===== config.mk =====
export PLATFORM = sky130hd
export DESIGN_NAME = iccr_impedance_channel_config_reg
export DESIGN_NICKNAME = d
export VERILOG_FILES = /design/src/logic/iccr_pkg.sv /design/src/logic/iccr_impedance_channel_config_reg.sv
export SDC_FILE = /design/constraint.sdc
export NUM_CORES = 1
export LEC_CHECK = 0
export BUFFER_PORTS_ARGS = -buffer_cell sky130_fd_sc_hd__buf_2
export CORE_MARGIN = 1
export CORE_UTILIZATION = 36
export DETAILED_ROUTE_END_ITERATION = 8
export PLACE_DENSITY = 0.79
export SYNTH_ARGS = -nofsm -noshare
export SYNTH_HDL_FRONTEND = slang
export SYNTH_SLANG_ARGS = --single-unit

===== constraint.sdc =====
create_clock -name i_core_clk -period 1.17 [get_ports i_core_clk]
set_input_delay 0.1755 -clock i_core_clk [delete_from_list [all_inputs] [get_ports i_core_clk]]
set_output_delay 0.1755 -clock i_core_clk [all_outputs]
set_load 0.02 [all_outputs]

===== src/logic/iccr_pkg.sv =====
/*
 Package for the impedance channel configuration register: offsets, field layout,
 reset values and decoded encodings.
 Assumes nothing of its surroundings.
*/
package iccr_pkg;
	// Register addressing
	localparam int ADDR_W = 8;
	localparam logic [7:0] CFG_OFFSET = 8'h18;
	localparam int DATA_W = 24;
	// Field positions
	localparam int RATE_BIT = 23;
	localparam int AHPF_HI = 22;
	localparam int AHPF_LO = 20;
	localparam int BIAS_BIT = 19;
	localparam int LN_BIT = 18;
	localparam int GAIN_HI = 17;
	localparam int GAIN_LO = 16;
	localparam int DHPF_HI = 15;
	localparam int DHPF_LO = 14;
	localparam int DLPF_HI = 13;
	localparam int DLPF_LO = 12;
	// Reset values
	localparam logic RATE_RST = 1'b0;
	localparam logic [2:0] AHPF_RST = 3'h2;
	localparam logic BIAS_RST = 1'b0;
	localparam logic LN_RST = 1'b0;
	localparam logic [1:0] GAIN_RST = 2'h0;
	localparam logic [1:0] DHPF_RST = 2'h0;
	localparam logic [1:0] DLPF_RST = 2'h1;
	// Low-pass codes
	localparam logic [1:0] DLPF_BYPASS = 2'h0;
	localparam logic [1:0] DLPF_4HZ = 2'h1;
	localparam logic [1:0] DLPF_16HZ = 2'h3;
	// Analog high-pass bypass codes have both top bits set
	localparam logic [1:0] AHPF_BYP_TOP = 2'h3;
	// Digital high-pass bypass code
	localparam logic [1:0] DHPF_BYPASS = 2'h0;
	// Rate codes, one-hot over the eight master-clock and rate combinations
	localparam int RATE_CODES = 8;
	// Zero word
	localparam logic [23:0] ZERO_WORD = 24'h00_0000;
endpackage


===== src/logic/iccr_impedance_channel_config_reg.sv =====
/*
 Impedance channel configuration register with effective low-pass remap on read.
 Assumes a plain register port: one-cycle strobes, read data in the next cycle,
 and the master clock select coming in from the general config register.
*/
`timescale 1ns/10ps
module iccr_impedance_channel_config_reg (
	// Clock, reset, enable
	input wire logic i_core_clk,
	input wire logic i_resetn,
	input wire logic i_clk_en,
	// Register port
	input wire logic [7:0] i_addr,
	input wire logic [23:0] i_wdata,
	input wire logic i_wr,
	input wire logic i_rd,
	output logic [23:0] o_rdata,
	// From general config register
	input wire logic [1:0] i_master_clock_select,
	// Decoded channel controls
	output logic [7:0] o_rate_onehot,
	output logic o_impedance_rate_select,
	output logic [2:0] o_analog_highpass_select,
	output logic o_analog_highpass_bypass,
	output logic o_external_bias_select,
	output logic o_amp_low_noise_select,
	output logic [1:0] o_impedance_gain_select,
	output logic [1:0] o_digital_highpass_select,
	output logic o_digital_highpass_bypass,
	output logic [1:0] o_digital_lowpass_select,
	output logic o_digital_lowpass_fir_off
);
	logic rate_reg, rate_next;
	logic [2:0] ahpf_reg, ahpf_next;
	logic bias_reg, bias_next;
	logic ln_reg, ln_next;
	logic [1:0] gain_reg, gain_next;
	logic [1:0] dhpf_reg, dhpf_next;
	logic [1:0] dlpf_reg, dlpf_next;
	logic [23:0] rdata_reg, rdata_next;
	logic [1:0] dlpf_eff;
	logic [23:0] view;
	logic hit;

	// Address decode
	assign hit = (i_addr == iccr_pkg::CFG_OFFSET);

	// Effective low-pass: 16 Hz only at the fast rate, else run as 4 Hz
	always_comb begin
		dlpf_eff = dlpf_reg;
		if (dlpf_reg == iccr_pkg::DLPF_16HZ && rate_reg) begin
			dlpf_eff = iccr_pkg::DLPF_4HZ;
		end
	end

	// Read view carries the effective low-pass code
	always_comb begin
		view = iccr_pkg::ZERO_WORD;
		view[iccr_pkg::RATE_BIT] = rate_reg;
		view[iccr_pkg::AHPF_HI:iccr_pkg::AHPF_LO] = ahpf_reg;
		view[iccr_pkg::BIAS_BIT] = bias_reg;
		view[iccr_pkg::LN_BIT] = ln_reg;
		view[iccr_pkg::GAIN_HI:iccr_pkg::GAIN_LO] = gain_reg;
		view[iccr_pkg::DHPF_HI:iccr_pkg::DHPF_LO] = dhpf_reg;
		view[iccr_pkg::DLPF_HI:iccr_pkg::DLPF_LO] = dlpf_eff;
	end

	// Next state of the fields and read data
	always_comb begin
		rate_next = rate_reg;
		ahpf_next = ahpf_reg;
		bias_next = bias_reg;
		ln_next = ln_reg;
		gain_next = gain_reg;
		dhpf_next = dhpf_reg;
		dlpf_next = dlpf_reg;
		rdata_next = iccr_pkg::ZERO_WORD;
		if (i_wr && hit) begin
			rate_next = i_wdata[iccr_pkg::RATE_BIT];
			ahpf_next = i_wdata[iccr_pkg::AHPF_HI:iccr_pkg::AHPF_LO];
			bias_next = i_wdata[iccr_pkg::BIAS_BIT];
			ln_next = i_wdata[iccr_pkg::LN_BIT];
			gain_next = i_wdata[iccr_pkg::GAIN_HI:iccr_pkg::GAIN_LO];
			dhpf_next = i_wdata[iccr_pkg::DHPF_HI:iccr_pkg::DHPF_LO];
			dlpf_next = i_wdata[iccr_pkg::DLPF_HI:iccr_pkg::DLPF_LO];
		end
		if (i_rd && hit) begin
			rdata_next = view;
		end
	end

	// Register stage with clock enable
	always_ff @(posedge i_core_clk) begin
		if (!i_resetn) begin
			rate_reg <= iccr_pkg::RATE_RST;
			ahpf_reg <= iccr_pkg::AHPF_RST;
			bias_reg <= iccr_pkg::BIAS_RST;
			ln_reg <= iccr_pkg::LN_RST;
			gain_reg <= iccr_pkg::GAIN_RST;
			dhpf_reg <= iccr_pkg::DHPF_RST;
			dlpf_reg <= iccr_pkg::DLPF_RST;
			rdata_reg <= iccr_pkg::ZERO_WORD;
		end else if (i_clk_en) begin
			rate_reg <= rate_next;
			ahpf_reg <= ahpf_next;
			bias_reg <= bias_next;
			ln_reg <= ln_next;
			gain_reg <= gain_next;
			dhpf_reg <= dhpf_next;
			dlpf_reg <= dlpf_next;
			rdata_reg <= rdata_next;
		end
	end

	// Rate select: index is master clock select times two plus the rate bit
	genvar g;
	generate
		for (g = 0; g < iccr_pkg::RATE_CODES; g++) begin : g_rate
			assign o_rate_onehot[g] = ({i_master_clock_select, rate_reg} == 3'(g));
		end
	endgenerate

	// Field outputs to the analog and digital channel
	assign o_rdata = rdata_reg;
	assign o_impedance_rate_select = rate_reg;
	assign o_analog_highpass_select = ahpf_reg;
	assign o_analog_highpass_bypass =
		(view[iccr_pkg::AHPF_HI:iccr_pkg::AHPF_LO + 1] == iccr_pkg::AHPF_BYP_TOP);
	assign o_external_bias_select = bias_reg;
	assign o_amp_low_noise_select = ln_reg;
	assign o_impedance_gain_select = gain_reg;
	assign o_digital_highpass_select = dhpf_reg;
	assign o_digital_highpass_bypass = (dhpf_reg == iccr_pkg::DHPF_BYPASS);
	assign o_digital_lowpass_select = dlpf_eff;
	assign o_digital_lowpass_fir_off = (dlpf_eff == iccr_pkg::DLPF_BYPASS);
endmodule


==> flow_metrics.tcl, run 1 <==
set metrics [dict create \
    status "finished with violations" \
    violations "setup timing" \
    period_share_pct 108 \
    areaGrowthSynthToFinish_pct 35.9 \
    p_sw_share_pct 27.4 \
    total_power_mw 1.54 \
    synthCells 138 \
    antenna_found_initial 0 \
    p_int_mw 1.12 \
    comb_power_share_pct 16.4 \
    crit_path_end "o_rate_onehot[4]" \
    track_usage_pct 16.9 \
    dieWidth_um 59.7 \
    largest_reg_flops 12 \
    synth_edf_count 0 \
    grt_pass1_wl_um 4520 \
    design_area_mm2 0.00163 \
    slowest_stage "dfxtp_4" \
    cts_max_path_buffers 2 \
    slew_violations 0 \
    yosys.cell_types.count 22 \
    clock-sinks 24 \
    hold_path.class "primary input to register" \
    initial_core_util_pct 38.6 \
    yosysTopAreaCell "dfxtp_1" \
    r2r-end "o_rdata[13]" \
    cts_tree "yes" \
    worst_slack_ns -0.0913 \
    die_area_mm2 0.00356 \
    place_inst 237 \
    drt-total-wl_um 2810 \
    fin_util_pct 52.5 \
    cp-end-kind "output pin" \
    grt_start_max_net_pins 15 \
    n_fill_cell 310 \
    setup_viol 9 \
    clock_skew_ns 0.00191 \
    syn-mean-instance-area_um2 8.68 \
    io_pins 86 \
    rsz0062_at_grt "true" \
    grt_overflow 0 \
    p_leak_nw 0.747 \
    clk_latency_ns 0.32 \
    hold_ws_ns 0.0770 \
    slowest_delay_ns 0.40 \
    synthTopCellsByCount "24 x dfxtp_1, 21 x nand2_1, 13 x buf_4" \
    drt_iter0_drc 45 \
    crit_path_start_kind "register" \
    syn_area_mm2 0.00120 \
    yosysMostFrequentCell "dfxtp_1" \
    crit_arrival_ns 1.09 \
    worstRegToRegCells 3 \
    synth_area_leaders "dfxtp_1 40%, mux2i_1 10%, buf_4 8.2%" \
    htree_levels 1 \
    crit_chain "nor3b_1, buf_2" \
    ys_seq_area_share_pct 40.1 \
    clk_pin_slew_worst_paths_ns 0.13 \
    drt-vias-per-instance 4.60 \
    die_h_um 59.7 \
    cts_made_buffers 3 \
    p_seq_share_pct 54.9 \
    clock_power_share_pct 28.8 \
    path_max_fanout 11 \
    async_reset_ff_share_pct 0 \
    synth.top_cell.area_share_pct 40.1 \
    fin_crit_ns 1.26 \
    num_antenna_cells 0 \
    p_per_area_mw_per_mm2 944 \
    cts_root_buffer "clkbuf_4" \
    wire_per_inst_um 11.5 \
    placed_cell_area_mm2 0.00151 \
    core_mm2 0.00310 \
    fin_nets 240 \
    synth_warnings 0 \
    ir_worst_vdd_mv 0.740 \
    yosys_register_bits 24 \
    crit_start "o_impedance_rate_select" \
    gp_congestion 0.741 \
    final-instance-count-excl-fill 244 \
    worstReg2RegStart "o_impedance_rate_select" \
    hpwl_um 2030 \
    layout-drive-gt1-share_pct 45.0 \
    grt_pass1_vias 977 \
    placementRows 20 \
    drc 0 \
    p_sw_mw 0.421 \
    dr_total_vias 1123 \
    max_freq_ghz 0.793 \
    ys.flop_type "dfxtp_1" \
    drv_cap 0 \
    worstSetupPathType "register to output pin" \
    cp_data_required_time_ns 0.99 \
    antenna_left 0 \
    io_buffers 61 \
    regToRegSetupSlack_ns 0.31 \
    dr.pass1.iters 5 \
    final-hold-violation-count 0 \
]
-- power by group through the flow --
stage	Combinational (mW)	Sequential, mW	Clock (mW)
after floorplan	0.147	0.889	0
after global placement	0.242	0.864	0
after detailed placement	0.246	0.864	0
after CTS	0.248	0.844	0.463
after global routing	0.275	0.847	0.497
final	0.251	0.844	0.442
-- layer usage --
metal | up-vias | share of wire (%) | track usage [%]
met3 | 6 | 4.5 | 4.55
met4 | 0 | 1.5 | 5.98
met1 | 499 | 45 | 20.3
met2 | 39 | 49 | 28.9
li1 | 579 | - | -
met5 | - | 0 | 0
-- worst max-delay path: cells and delay by family, from the launching register on --
family                 cells  cell delay (ns)
buffers and inverters      1             0.19
DFF                        1             0.40
and+or+nand+nor            1             0.18
-- cells by family after synthesis --
| group | after synthesis | share of synthesized area (%) |
|---|---|---|
| AO/OA/AOI/OAI | 25 | 10.7 |
| multiplexers | 12 | 10.0 |
| flip-flops | 24 | 40.1 |
| AND/OR/NAND/NOR | 51 | 25.4 |
| buffers and inverters | 25 | 13.5 |
| other | 1 | 0.313 |
-- repair_timing --
action,4_1_cts,5_1_grt
hold endpoints to repair,0,0
buffers inserted,1,2
hold buffers,0,0
endpoints found under the setup margin,11,13
gates resized for setup,14,10
pin swaps,1,0
-- how the worst min path moves through the flow --
stage	start	endpoint	slack, ns	cells after the start
floorplan	i_wdata[13]	dlpf_reg[1]	0.32	2
global placement	i_wdata[17]	o_impedance_gain_select[1]	0.42	3
detailed placement	i_wdata[17]	o_impedance_gain_select[1]	0.43	3
CTS	i_wdata[17]	o_impedance_gain_select[1]	0.06	3
global route	i_wdata[18]	o_amp_low_noise_select	0.06	3
finish	i_wdata[22]	o_analog_highpass_select[2]	0.08	3
-- per-stage QoR --
step / TNS [ns] / setup WS, ns
2_1_floorplan: -0.283 / -0.102
3_3_place_gp: -1.09 / -0.0987
3_5_place_dp: -1.28 / -0.129
4_1_cts: -0.691 / -0.106
5_1_grt: -1.10 / -0.160
6_report: -0.547 / -0.0913
-- cell type report --
class | count | area, µm² | area share (%)
multi-input cells | 100 | 617 | 37.9
flip-flops and latches | 24 | 490 | 30.1
repair buffers | 72 | 429 | 26.4
clock buffers | 4 | 36.3 | 2.23
well taps | 44 | 55.1 | 3.38
-- cell usage in the layout, fill, tap and decap left out, types with 2 or more instances in the layout --
cell type and count:
o21ai_0 11, dfxtp_1 18, nor3b_2 2, buf_4 15, buf_6 5, nor2_1 2, buf_2 52, a21oi_1 12
nand4_1 12, nor2b_1 4, and3b_1 2, dfxtp_2 5, conb_1 12, nand2_1 21, clkbuf_4 3, nor4b_4 2
mux2i_1 12
No activity file was read; power rests on OpenSTA's default activity.
==> run 2: changes to the inputs <==
- CAP_MARGIN: not set -> 40
- CORE_UTILIZATION: 36 -> 38
- CTS_BUF_LIST: not set -> sky130_fd_sc_hd__clkbuf_4 sky130_fd_sc_hd__clkbuf_8
- PLACE_DENSITY: 0.79 -> 0.83
==> run 2 against run 1 <==
The flow still finishes with violations (setup timing). Design area decreased by 0.38%. Sequential power about the same. Maximum frequency increased by 0.53%. Setup slack improved by 0.0066 ns. Clock skew increased by 0.0044 ns. Clock-buffer cell count decreased by 1.
==> flow_metrics.tcl, run 2 (synthesized netlist as in run 1, its figures left out) <==
set metrics [dict create \
    path_delay_family "flip-flops" \
    worst-path-buf-inv 1 \
    cts_made_buffers 3 \
    hold_path.class "primary input to register" \
    gp_congestion 0.677 \
    final-instance-count-excl-fill 240 \
    hold_depth 3 \
    initial_core_util_pct 39.5 \
    period_share_pct 107 \
    n_fill_cell 293 \
    crit_chain "nor3b_1, buf_2" \
    cts_root_buffer "clkbuf_4" \
    largest_reg_flops 12 \
    tns_ns -0.561 \
    dieWidth_um 58.1 \
    placed_cell_area_mm2 0.00151 \
    wire_per_inst_um 10.9 \
    htree_levels 1 \
    regToRegSetupSlack_ns 0.27 \
    dr.pass1.iters 4 \
    status "finished with violations" \
    worstSetupPathType "register to output pin" \
    worstReg2RegStart "dlpf_reg[1]" \
    clock_power_share_pct 35.3 \
    clk_pin_slew_worst_paths_ns 0.14 \
    place_inst 234 \
    track_usage_pct 15.7 \
    comb_power_share_pct 14.9 \
    areaGrowthSynthToFinish_pct 35.4 \
    rsz0062_at_grt "true" \
    die_area_mm2 0.00338 \
    drt-vias-per-instance 4.62 \
    cp-end-kind "output pin" \
    crit_path_start_kind "register" \
    r2r-end "o_rdata[13]" \
    total_power_mw 1.69 \
    path_max_fanout 12 \
    grt_pass1_wl_um 4110 \
    worstHoldEndpoint "o_impedance_gain_select[1]" \
    p_sw_share_pct 24.8 \
    design_area_mm2 0.00162 \
    slew_violations 0 \
    drv_cap 0 \
    cts_max_path_buffers 2 \
    violations "setup timing" \
    worst_slack_ns -0.0846 \
    worstRegToRegCells 3 \
    pre_cts_ws_ns -0.124 \
    grt_overflow 0 \
    layout-drive-gt1-share_pct 41.8 \
    drt-total-wl_um 2620 \
    num_antenna_cells 0 \
    antenna_left 0 \
    final-hold-violation-count 0 \
    p_seq_share_pct 49.8 \
    p_per_area_mw_per_mm2 1040 \
    core_mm2 0.00303 \
    cp_data_required_time_ns 0.99 \
    p_int_mw 1.27 \
    fin_crit_ns 1.25 \
    crit_arrival_ns 1.08 \
    antenna_found_initial 0 \
    dr_total_vias 1109 \
    grt_pass1_vias 934 \
    ir_worst_vdd_mv 0.499 \
    hold_start "i_wdata[17]" \
    die_h_um 58.1 \
    clock-sinks 24 \
    mostFrequentLayoutCells "54 x buf_2, 21 x nand2_1, 21 x dfxtp_1" \
    drt_iter0_drc 13 \
    hpwl_um 1890 \
    p_leak_nw 0.737 \
    setup_viol 9 \
    clk_latency_ns 0.31 \
    p_sw_mw 0.421 \
    placementRows 20 \
    max_freq_ghz 0.797 \
    final_common_cell "buf_2" \
    clock_skew_ns 0.00627 \
    grt_start_max_net_pins 22 \
    slowest_stage "dfxtp_4" \
    io_buffers 61 \
    drc 0 \
    crit_start "o_impedance_rate_select" \
    io_pins 86 \
    cts_tree "yes" \
    fin_nets 236 \
    slowest_delay_ns 0.40 \
]
## run 2: cell count changes in the layout (fill, tap and decap cells not counted), sizes merged
cell,before,now
clkbuf,4,3
bufinv,0,1
buf,72,68
## run 2: area by class of cell
class	instances	area, µm²	area share, %
Sequential cell	24	487	30.0
Timing Repair Buffer	68	412	25.4
Clock inverter	1	30.0	1.85
Clock buffer	3	22.5	1.39
Tap cell	44	55.1	3.40
Multi-Input combinational cell	100	616	38.0
## run 2: layer usage
layer	global-route usage, %	part of all wire (%)	vias up
met5	0	0	-
met4	5.10	0.65	0
met3	2.46	4.7	2
met2	27.1	49	42
met1	20.1	45	495
li1	-	-	570
## run 2: power by group through the flow
stage / clock [mW] / sequential [mW] / combinational [mW]
2_1_floorplan: 0 / 0.889 / 0.147
3_3_place_gp: 0 / 0.864 / 0.242
3_5_place_dp: 0 / 0.864 / 0.247
4_1_cts: 0.612 / 0.844 / 0.250
5_1_grt: 0.638 / 0.846 / 0.276
6_report: 0.598 / 0.844 / 0.252
## run 2: tightest hold or removal path: cells and delay by family
kind | cells | cell delay, ns
and+or+nand+nor | 1 | 0.04
buffers and inverters | 1 | 0.09
muxes | 1 | 0.05
## run 2: through the flow
step	utilization [%]	hold slack [ns]
2_1_floorplan	-	0.318
3_3_place_gp	49.8	0.423
3_5_place_dp	49.8	0.428
4_1_cts	52.6	0.0722
5_1_grt	53.6	0.0769
6_report	53.6	0.0837
## run 2: worst max-delay path by stage
stage | endpoint | depth (start not counted) | slack, ns
after floorplan | o_rate_onehot[2] | 2 | -0.10
after global placement | dlpf_reg[0] | 5 | -0.08
after detailed placement | dlpf_reg[1] | 5 | -0.12
after CTS | o_rate_onehot[4] | 2 | -0.12
after global routing | o_rate_onehot[2] | 2 | -0.14
final | o_rate_onehot[2] | 2 | -0.08
## run 2: repair_timing
action	CTS	global route
resized for setup	13	3
endpoints found under the setup margin	11	10
setup buffers	0	2
hold buffers	0	0
endpoints found under the hold margin	0	0
